==> src/logic/incdec_consts.svh <==
`ifndef INCDEC_CONSTS_SVH
`define INCDEC_CONSTS_SVH

// operand and datapath widths
`define FILE_ADDR_W 7
`define DATA_W 8
`define LIT_W 11
`define PC_W 13
`define LATCH_W 8

// upper target latch bits copied into the program counter top
`define LATCH_HI 4
`define LATCH_LO 3

// destination select encoding
`define DEST_ACC 1'b0
`define DEST_FILE 1'b1

// arithmetic constants
`define ONE_VAL 8'h01
`define ZERO_VAL 8'h00

// instruction cycles used by a jump or a taken skip
`define LONG_OP_CYCLES 2

`endif

==> src/logic/incdec_pkg.sv <==
package incdec_pkg;
  `include "incdec_consts.svh"

  // decoded operation presented by the instruction decoder
  typedef enum logic [2:0] {
    idle_op = 3'h0,
    invert_file_op = 3'h1,
    minus_one_op = 3'h2,
    plus_one_op = 3'h3,
    minus_one_skip_op = 3'h4,
    plus_one_skip_op = 3'h5,
    absolute_jump_op = 3'h6
  } op_t;

  // execution phase: normal issue, or the discarded second cycle
  typedef enum logic {
    run_st = 1'b0,
    discard_st = 1'b1
  } phase_t;

  // complete registered state of the execution block
  typedef struct packed {
    phase_t phase;
    logic file_we;
    logic acc_we;
    logic [`FILE_ADDR_W-1:0] waddr;
    logic [`DATA_W-1:0] result;
    logic z_we;
    logic z_val;
    logic pc_load;
    logic [`PC_W-1:0] pc;
    logic squash;
  } core_state_t;
endpackage

==> src/logic/incdec_alu.sv <==
`timescale 1ns/10ps
`include "incdec_consts.svh"
module incdec_alu
  import incdec_pkg::*;
(
  // operation and operand
  input wire op_t op,
  input wire logic [`DATA_W-1:0] operand,
  // result and zero detect
  output logic [`DATA_W-1:0] result,
  output logic zero
);

  // zero detect shared by every operation
  function automatic logic is_zero(input logic [`DATA_W-1:0] v);
    return v == `ZERO_VAL;
  endfunction

  // 8-bit wrap-around increment and decrement, complement for invert_file_op, operand passed through otherwise
  always_comb begin
    result = operand;
    unique case (op)
      invert_file_op: result = ~operand;
      minus_one_op, minus_one_skip_op: result = operand - `ONE_VAL;
      plus_one_op, plus_one_skip_op: result = operand + `ONE_VAL;
      default: result = operand;
    endcase
    zero = is_zero(result);
  end

endmodule // incdec_alu

==> src/logic/incdec_exec.sv <==
// Functional notes
// - complement addresses file register, updates zero flag
// - destination bit 0 accumulator, 1 file
// - jump loads literal into counter bits 10:0
// - jump copies latch bits 4:3, flags untouched
// - jump takes two cycles, discards fetched op
// - decrement to destination, updates zero flag
// - increment to destination, updates zero flag
// - decrement-skip writes destination, flags untouched
// - zero result replaces next op with idle
// - increment-skip likewise, no flags, zero skips
`timescale 1ns/10ps
`include "incdec_consts.svh"
module incdec_exec
  import incdec_pkg::*;
(
  // clock and reset
  input wire logic clk,
  input wire logic reset,
  // decoded instruction
  input wire logic op_valid,
  input wire op_t op,
  input wire logic [`FILE_ADDR_W-1:0] file_addr,
  input wire logic dest_sel,
  input wire logic [`LIT_W-1:0] literal,
  // operand and upper target latch
  input wire logic [`DATA_W-1:0] file_rdata,
  input wire logic [`LATCH_W-1:0] upper_target_latch,
  // issue handshake
  output logic ready,
  // file register and accumulator write
  output logic file_we,
  output logic [`FILE_ADDR_W-1:0] file_waddr,
  output logic acc_we,
  output logic [`DATA_W-1:0] result,
  // zero flag update
  output logic zero_we,
  output logic zero_val,
  // program counter load and fetch discard
  output logic pc_load,
  output logic [`PC_W-1:0] program_counter,
  output logic squash
);

  core_state_t s_q;
  core_state_t s_d;
  logic [`DATA_W-1:0] alu_res;
  logic alu_zero;
  logic take;

  // shared arithmetic and zero detect
  incdec_alu u_alu (
    .op(op),
    .operand(file_rdata),
    .result(alu_res),
    .zero(alu_zero)
  );

  // an instruction issues only in the normal phase
  assign ready = (s_q.phase == run_st);
  assign take = op_valid && ready;

  // next-state logic
  always_comb begin
    s_d = s_q;
    s_d.file_we = 1'b0;
    s_d.acc_we = 1'b0;
    s_d.z_we = 1'b0;
    s_d.pc_load = 1'b0;
    s_d.squash = 1'b0;
    unique case (s_q.phase)
      run_st: begin
        if (op_valid) begin
          unique case (op)
            invert_file_op, minus_one_op, plus_one_op: begin
              s_d.file_we = (dest_sel == `DEST_FILE);
              s_d.acc_we = (dest_sel == `DEST_ACC);
              s_d.waddr = file_addr;
              s_d.result = alu_res;
              s_d.z_we = 1'b1;
              s_d.z_val = alu_zero;
            end
            minus_one_skip_op, plus_one_skip_op: begin
              s_d.file_we = (dest_sel == `DEST_FILE);
              s_d.acc_we = (dest_sel == `DEST_ACC);
              s_d.waddr = file_addr;
              s_d.result = alu_res;
              if (alu_zero) begin
                s_d.phase = discard_st;
                s_d.squash = 1'b1;
              end
            end
            absolute_jump_op: begin
              s_d.pc_load = 1'b1;
              s_d.pc = {upper_target_latch[`LATCH_HI:`LATCH_LO], literal};
              s_d.phase = discard_st;
              s_d.squash = 1'b1;
            end
            idle_op: begin
            end
            default: begin
            end
          endcase
        end
      end
      discard_st: s_d.phase = run_st;
      default: s_d.phase = run_st;
    endcase
  end

  // state register
  always_ff @(posedge clk) begin
    if (reset) begin
      s_q <= '0;
    end else begin
      s_q <= s_d;
    end
  end

  // registered outputs
  assign file_we = s_q.file_we;
  assign file_waddr = s_q.waddr;
  assign acc_we = s_q.acc_we;
  assign result = s_q.result;
  assign zero_we = s_q.z_we;
  assign zero_val = s_q.z_val;
  assign pc_load = s_q.pc_load;
  assign program_counter = s_q.pc;
  assign squash = s_q.squash;
endmodule // incdec_exec

==> config.mk <==
export PLATFORM = sky130hd
export DESIGN_NAME = incdec_exec
export DESIGN_NICKNAME = d
export VERILOG_FILES = /design/src/logic/incdec_pkg.sv /design/src/logic/incdec_alu.sv /design/src/logic/incdec_exec.sv
export VERILOG_INCLUDE_DIRS = /design/src /design/src/logic
export SDC_FILE = /design/constraint.sdc
export NUM_CORES = 1
export LEC_CHECK = 0
export ABC_AREA = 1
export BUFFER_PORTS_ARGS = -buffer_cell sky130_fd_sc_hd__buf_2
export CAP_MARGIN = 0
export CORE_ASPECT_RATIO = 0.5
export CORE_MARGIN = 4
export CORE_UTILIZATION = 56
export CTS_BUF_LIST = sky130_fd_sc_hd__clkbuf_8
export DETAILED_ROUTE_END_ITERATION = 6
export GPL_ROUTABILITY_DRIVEN = 0
export GPL_TIMING_DRIVEN = 1
export PLACE_DENSITY_LB_ADDON = 0.3
export SETUP_SLACK_MARGIN = 0.02
export SYNTH_ARGS = -nofsm -noshare
export SYNTH_HDL_FRONTEND = slang
export SYNTH_HIERARCHICAL = 1
export SYNTH_SLANG_ARGS = --single-unit
export TNS_END_PERCENT = 50
==> constraint.sdc <==
create_clock -name clk -period 3.2 [get_ports clk]
set_input_delay 0.16 -clock clk [delete_from_list [all_inputs] [get_ports clk]]
set_output_delay 0.16 -clock clk [all_outputs]
set_load 0.1 [all_outputs]
==> results.json, run 1 <==
{
  "num_rows": 15,
  "synthArstFlopShare": 0,
  "worst_pin_slew_ns": 1.06,
  "start_util": 0.606,
  "fmax_ghz": 0.412,
  "first_iter_violations": 98,
  "synth_ff_type": "dfxtp_1",
  "ctsResizeCount": 0,
  "synth_commonest_cells": "88 x nand2_1, 59 x inv_1, 53 x nor2_1, 34 x dfxtp_1, 33 x nand3_1",
  "num_antenna_cells": 0,
  "clockBufferDepth": 2,
  "crit_top_cell": "nand2_1",
  "cts_hold_buf": 0,
  "yosys.area.top_type": "dfxtp_1",
  "ioPinCount": 76,
  "nets": 457,
  "p_total_mw": 1.22,
  "arrival_ns": 2.64,
  "finalHoldViolations": 0,
  "dpl_cell_area_mm2": 0.00249,
  "hpwl_um": 3850,
  "vdd_ir_drop_max_v": 0.000266,
  "vias": 2271,
  "path_buf_inv": 5,
  "areaGrowthSynthToFinish_pct": 19.1,
  "grt.busiest_layer": "met2",
  "cts_buffers": 5,
  "endpoint_kind": "flip-flop",
  "grt_util_met3": 0.0318,
  "seq_area_frac_synth": 0.313,
  "grt_pass1_wl_um": 8050,
  "drive_gt1_frac": 0.249,
  "portBuffers": 69,
  "cts-root-buf": "clkbuf_8",
  "cts_tree": "done",
  "wl_per_cell_um": 10.6,
  "tns_ns": 0,
  "finalNonFillerCells": 465,
  "met1_usage": 0.239,
  "drt_wl_total_um": 4920,
  "drt-vias-per-instance": 4.88,
  "ys_types": 28,
  "dieArea_mm2": 0.00500,
  "yosys_warnings": 6,
  "die_h_um": 52.0,
  "setup_viol": 0,
  "min_period_ns": 2.43,
  "hold_class": "input pin to flip-flop",
  "multiInputGateArea_mm2": 0.00117,
  "synth_seq_cells": 34,
  "drv_cap": 0,
  "grt_max_degree": 32,
  "synth.area.top_cells": "dfxtp_1 31%, nand2_1 15%, inv_1 10%",
  "cpLargestDelayFamily": "simple AND/OR/NAND/NOR gates",
  "clk_pin_slew_ns": 0.06,
  "skew_ns": 0.00194,
  "power_density_mw_per_mm2": 471,
  "drv_slew": 0,
  "worstPathRequired_ns": 3.41,
  "remaining_drc_errors": 0,
  "synthCells": 349,
  "htree_levels": 2,
  "drt_pre_antenna_iters": 4,
  "syn-num-nets": 393,
  "grt_pass1_vias": 1950,
  "post-route-period-util": 0.759,
  "place_inst": 457,
  "antenna_found_initial": 0,
  "synth_area_mm2": 0.00217,
  "synth_edf_count": 0,
  "die_x_um": 96.1,
  "worstPathMaxFanout": 13,
  "rsz0062_at_grt": "false",
  "grt_util_met2": 0.362,
  "core_area_mm2": 0.00358,
  "fill_cells": 332,
  "synth_most_common_cell": "nand2_1",
  "ant_nets": 0,
  "relSlewSlack": 0.295,
  "cts.sinks": 34,
  "cpPeakStageDelay_ns": 0.30,
  "seq_area_um2": 681,
  "crit_chain": "buf_2 > inv_1 > nand2_4 > nand3_2 > nand2_1 > nand2_1 > inv_1 > ha_1 > inv_1 > nand2_1 > nand3_1 > nand2_1 > nand2_1 > nand3_1 > nand3_1 > nor2_1 > nand2_1 > nor2_1 > inv_1 > nand4_1 > nand2_1 > nor2_1",
  "leakagePower_nw": 1.50,
  "final_area_mm2": 0.00259,
  "post_cts_buffers": 0,
  "grt_overflow": 0,
  "criticalPathCategory": "input pin to flip-flop",
  "clk_latency_ns": 0.27,
  "synth_top_area_share": 0.313,
  "avgSynthCellArea_um2": 6.22,
  "grt_use_total": 0.199,
  "cp-start-kind": "input pin",
  "outcome": "complete, no violations",
  "cp_slowest_cell": "nand3_2"
}
cells in the final DEF, fill, tap and decap left out, drive strengths merged:
master    n
clkinv    1
nand3    38
nor2     59
buf      69
nor3      4
nand2    99
dfxtp    34
xnor2     1
inv      63
nand4     3
a41oi     1
xor2      1
a21oi    19
ha        3
o21ai    11
o211ai    1
o2111ai   1
clkbuf    6
flip-flops by register name (all words and copies together) (netlist names):
signal	count
squash	1
zero_val	1
file_waddr	7
acc_we	1
zero_we	1
program_counter	13
file_we	1
result	8
pc_load	1
routing by layer:
layer / vias up / share of wire
met4: 0 / 0.017
met2: 65 / 0.48
li1: 1200 / -
met1: 995 / 0.45
met3: 11 / 0.057
met5: - / 0
where the power goes:
part,internal (mW),switching [mW]
sequential,0.448,0.0110
combinational,0.105,0.343
clock,0.170,0.140
per-stage QoR:
stage               worst slack, ns  utilization  hold slack [ns]
floorplan                     0.749            -            0.237
global placement              0.640        0.696            0.340
detailed placement            0.510        0.696            0.344
CTS                           0.786        0.721           0.0513
global route                  0.454        0.721           0.0523
finish                        0.771        0.721           0.0585
cells by family after synthesis:
family          Yosys count  synth area share
flops                    34             0.313
xor+xnor                  2           0.00807
simple gates            203             0.430
fa+ha+maj                 3            0.0173
compound gates           33            0.0841
buf+inv                  74             0.147
path summary, 6_finish.rpt:
path	startpoint	end	slack, ns	cells past startpoint
max	op[2]	zero_val	0.77	22
min	dest_sel	acc_we	0.06	2
max reg2reg	squash	result[7]	1.46	6
min reg2reg	result[6]	result[6]	0.48	2
worst reg2reg max path: stages (launching register included):
cell     delay (ns)
dfxtp_1        0.32
inv_1          0.08
nand2_2        0.08
nor2_2         0.82
nand3_1        0.17
nand2_1        0.11
nor2_1         0.05
cell type report:
class / count / area share
Clock inverter: 2 / 0.00339
Tap cell: 51 / 0.0247
Inverter: 62 / 0.0900
Clock buffer: 6 / 0.0319
Multi-Input combinational cell: 241 / 0.453
Timing Repair Buffer: 69 / 0.134
Sequential cell: 34 / 0.263
(Power assumes the default switching activity.)
==> run 2, diff against run 1 <==
--- a/config.mk
+++ b/config.mk
@@ -11,7 +11,7 @@
 export CAP_MARGIN = 0
 export CORE_ASPECT_RATIO = 0.5
 export CORE_MARGIN = 4
-export CORE_UTILIZATION = 56
+export CORE_UTILIZATION = 52
 export CTS_BUF_LIST = sky130_fd_sc_hd__clkbuf_8
 export DETAILED_ROUTE_END_ITERATION = 6
 export GPL_ROUTABILITY_DRIVEN = 0
==> constraint.sdc (replaced) <==
create_clock -name clk -period 2.3 [get_ports clk]
set_input_delay 0.115 -clock clk [delete_from_list [all_inputs] [get_ports clk]]
set_output_delay 0.115 -clock clk [all_outputs]
set_load 0.1 [all_outputs]
==> results.json, run 2 (synthesis results as in run 1) <==
{
  "grt_max_degree": 32,
  "cts.sinks": 34,
  "grt_overflow": 0,
  "num_antenna_cells": 0,
  "dieArea_mm2": 0.00534,
  "remaining_drc_errors": 0,
  "hold_class": "input pin to flip-flop",
  "num_rows": 16,
  "relSlewSlack": 0.639,
  "core_area_mm2": 0.00396,
  "start_util": 0.548,
  "layout_common_cells": "87 x nand2_1, 69 x buf_2, 59 x inv_1",
  "drt_pre_antenna_iters": 5,
  "fmax_ghz": 0.503,
  "setup_viol": 0,
  "power_density_mw_per_mm2": 643,
  "skew_ns": 0.00879,
  "final_area_mm2": 0.00265,
  "worstPathRequired_ns": 2.52,
  "clockBufferDepth": 2,
  "drv_cap": 0,
  "worstPathMaxFanout": 9,
  "crit_chain": "buf_2 > nand2_1 > nand3_4 > nand2_1 > nand2_1 > inv_1 > ha_1 > nand2_1 > o21ai_0 > inv_1 > o211ai_1 > nor2_1 > nand3_1 > nor2_1 > nand2_1 > nor2_1 > inv_1 > nand4_1 > nand2_1 > nor2_1",
  "cp-start-kind": "input pin",
  "vdd_ir_drop_max_v": 0.000276,
  "endpoint_kind": "flip-flop",
  "path_buf_inv": 4,
  "nets": 463,
  "worst_pin_slew_ns": 0.541,
  "finalHoldViolations": 0,
  "ioPinCount": 76,
  "htree_levels": 2,
  "clk_latency_ns": 0.29,
  "min_period_ns": 1.99,
  "hpwl_um": 3870,
  "layout_commonest_cell": "nand2_1",
  "die_x_um": 99.4,
  "post_cts_buffers": 0,
  "first_iter_violations": 138,
  "drt-vias-per-instance": 4.72,
  "cts_tree": "done",
  "crit_top_cell": "nand2_1",
  "die_h_um": 53.7,
  "outcome": "complete, no violations",
  "criticalPathCategory": "input pin to flip-flop",
  "wl_per_cell_um": 10.5,
  "portBuffers": 69,
  "grt_pass1_wl_um": 8180,
  "cts_buffers": 5,
  "cpLargestDelayFamily": "simple AND/OR/NAND/NOR gates",
  "p_total_mw": 1.71,
  "grt_use_total": 0.192,
  "arrival_ns": 2.21,
  "ant_nets": 0,
  "grt_pass1_vias": 1941,
  "drt_wl_total_um": 4960,
  "cts-root-buf": "clkbuf_8",
  "clk_pin_slew_ns": 0.06,
  "largest_reg_flops": 13,
  "areaGrowthSynthToFinish_pct": 22.1,
  "drv_slew": 0,
  "rsz0062_at_grt": "false",
  "cp_slowest_cell": "ha_1",
  "cpPeakStageDelay_ns": 0.27,
  "vias": 2238,
  "post-route-period-util": 0.864,
  "leakagePower_nw": 1.53,
  "drive_gt1_frac": 0.264,
  "dpl_cell_area_mm2": 0.00254,
  "antenna_found_initial": 0
}
run 2: cell count changes in the layout (fill, tap and decap cells not counted), sizes merged:
cell,change
buf,+5
clkinvlp,+1
dlygate4sd3,+1
inv,-1
run 2: timing repair:
action / in CTS / in global routing
resized for setup: 0 / 2
hold buffers: 1 / 0
endpoints found under the hold margin: 1 / 0
endpoints found under the setup margin: 0 / 1
run 2: worst paths after layout:
path	slack (ns)	depth (start not counted)	end	start
worst min register to register	0.48	2	file_waddr[3]	file_waddr[3]
worst min-delay path	0.04	2	acc_we	reset
worst max register to register	1.02	6	program_counter[9]	squash
worst max-delay path	0.31	20	zero_val	op[2]
run 2: per-stage QoR:
| stage | utilization | hold slack, ns | setup WS [ns] | TNS [ns] | instances |
|---|---|---|---|---|---|
| 2_1_floorplan | - | 0.192 | 0.231 | 0 | 349 |
| 3_3_place_gp | 0.641 | 0.297 | 0.0653 | 0 | 465 |
| 3_5_place_dp | 0.641 | 0.301 | -0.00817 | -0.00817 | 465 |
| 4_1_cts | 0.667 | 0.0372 | 0.279 | 0 | 474 |
| 5_1_grt | 0.669 | 0.0394 | 0.0209 | 0 | 474 |
| 6_report | 0.669 | 0.0424 | 0.313 | 0 | 474 |
run 2: power breakdown:
| part | leakage [nW] | switching [mW] | internal, mW | total (mW) |
|---|---|---|---|---|
| clock network | 0.0524 | 0.199 | 0.237 | 0.436 |
| registers | 0.279 | 0.0156 | 0.624 | 0.639 |
| logic | 1.19 | 0.477 | 0.155 | 0.631 |
| total | 1.53 | 0.691 | 1.01 | 1.71 |
run 2: per-layer routing:
metal  track usage  vias up  part of all wire
met5             0        -                 0
met4        0.0499        0             0.014
met3        0.0569       11             0.082
met2         0.362       83              0.49
met1         0.217      936              0.42
li1              -     1208                 -
run 2: final cells by class:
cell class	count	area, um2
fillers	384	1310
multi-input cells	241	1180
flip-flops and latches	34	682
repair buffers	75	393
inverters	62	236
clock buffers	6	82.6
well taps	54	67.6
clock inverters	2	8.76
==> run 3, diff against run 2 <==
--- a/config.mk
+++ b/config.mk
@@ -17,6 +17,7 @@
 export GPL_ROUTABILITY_DRIVEN = 0
 export GPL_TIMING_DRIVEN = 1
 export PLACE_DENSITY_LB_ADDON = 0.3
+export RECOVER_POWER = 50
 export SETUP_SLACK_MARGIN = 0.02
 export SYNTH_ARGS = -nofsm -noshare
 export SYNTH_HDL_FRONTEND = slang
==> results.json, run 3 (synthesis results as in run 1) <==
{
  "outcome": "complete, no violations",
  "arrival_ns": 2.21,
  "nets": 463,
  "drv_slew": 0,
  "grt_overflow": 0,
  "layout_commonest_cell": "nand2_1",
  "drt_wl_total_um": 5000,
  "finalNonFillerCells": 474,
  "areaGrowthSynthToFinish_pct": 20.2,
  "die_h_um": 53.7,
  "endpoint_kind": "flip-flop",
  "setup_viol": 0,
  "ant_nets": 0,
  "htree_levels": 2,
  "start_util": 0.548,
  "criticalPathCategory": "input pin to flip-flop",
  "min_period_ns": 1.99,
  "post-route-period-util": 0.864,
  "portBuffers": 69,
  "cts_buffers": 5,
  "hold_depth": 2,
  "cts.sinks": 34,
  "r2r-end": "program_counter[9]",
  "hpwl_um": 3870,
  "grt_use_total": 0.192,
  "reg2reg_depth": 6,
  "wl_per_cell_um": 10.5,
  "cts-root-buf": "clkbuf_8",
  "cp-start-kind": "input pin",
  "skew_ns": 0.00884,
  "finalHoldViolations": 0,
  "core_area_mm2": 0.00396,
  "tns_ns": 0,
  "drt_pre_antenna_iters": 5,
  "hold_class": "input pin to flip-flop",
  "first_iter_violations": 150,
  "vias": 2232,
  "drt-vias-per-instance": 4.71,
  "antenna_found_initial": 0,
  "clk_latency_ns": 0.29,
  "fmax_ghz": 0.503,
  "leakagePower_nw": 1.40,
  "num_antenna_cells": 0,
  "remaining_drc_errors": 0,
  "power_density_mw_per_mm2": 650,
  "rr_startpoint": "squash",
  "min_to": "acc_we",
  "timing.reg2reg.setup_slack_ns": 1.00,
  "largest_reg_flops": 13,
  "clk_pin_slew_ns": 0.06,
  "worstPathRequired_ns": 2.52,
  "place_inst": 465,
  "drv_cap": 0,
  "hp-start": "reset",
  "relSlewSlack": 0.210,
  "layout_common_cells": "87 x nand2_1, 59 x inv_1, 53 x nor2_1",
  "vdd_ir_drop_max_v": 0.000275,
  "ioPinCount": 76,
  "grt_max_degree": 32,
  "cts_tree": "done",
  "clockBufferDepth": 2,
  "worst_pin_slew_ns": 1.19,
  "worstPathMaxFanout": 9,
  "rsz0062_at_grt": "false",
  "drive_gt1_frac": 0.186,
  "die_x_um": 99.4,
  "grt_pass1_vias": 1941,
  "dieArea_mm2": 0.00534,
  "grt_pass1_wl_um": 8180,
  "fill_cells": 399,
  "num_rows": 16
}
-- run 3: cell count changes in the layout (fill, tap and decap cells not counted), sizes merged --
cell / delta
clkbuf: +32
buf: -32
-- run 3: repair_timing --
item | in CTS | in global routing
endpoints found under the setup margin | 0 | 1
gates resized for setup | 0 | 2
hold endpoints to repair | 1 | 0
setup buffers | 0 | 0
hold buffers | 1 | 0
-- run 3: per-stage QoR --
step	power (mW)	hold slack [ns]	worst slack (ns)	area [um2]	utilization
global placement	1.27	0.297	0.0653	2540	0.641
global route	1.80	0.0394	0.0209	2610	0.659
detailed placement	1.28	0.301	-0.00817	2540	0.641
CTS	1.72	0.0372	0.279	2640	0.667
floorplan	1.16	0.192	0.231	2180	-
finish	1.70	0.0427	0.314	2610	0.659
-- run 3: layer usage --
layer / GRT usage / up-vias / routed length, um
met5: 0 / - / 0
met4: 0.0499 / 0 / 51
met3: 0.0569 / 7 / 396
met2: 0.362 / 70 / 2430
met1: 0.217 / 948 / 2120
li1: - / 1207 / -
-- run 3: worst max-delay path by stage --
stage / start / end
floorplan: squash / file_waddr[0]
global placement: op[2] / zero_val
detailed placement: op[2] / zero_val
CTS: op[2] / zero_val
global route: op[2] / zero_val
finish: op[2] / zero_val
-- run 3: critical path, cell delays in order --
cell	delay (ns)
buf_2	0.18
nand2_1	0.17
nand3_4	0.17
nand2_1	0.08
nand2_1	0.08
inv_1	0.05
ha_1	0.27
nand2_1	0.06
o21ai_0	0.08
inv_1	0.07
o211ai_1	0.08
nor2_1	0.12
nand3_1	0.07
nor2_1	0.09
nand2_1	0.05
nor2_1	0.16
inv_1	0.06
nand4_1	0.10
nand2_1	0.06
nor2_1	0.09
-- run 3: layout make-up --
cell class,count,area (um2),area share
sequential,34,681,0.261
inverter,62,236,0.0906
tap,54,67.6,0.0259
timing repair buffer,75,353,0.135
clock buffer,6,82.6,0.0316
clock inverter,2,8.76,0.00335
multi-input combinational,241,1180,0.453
-- run 3: power by group --
part	internal (mW)	leakage (nW)	switching [mW]
clock network	0.237	0.0524	0.199
logic	0.146	1.06	0.477
registers	0.624	0.279	0.0165
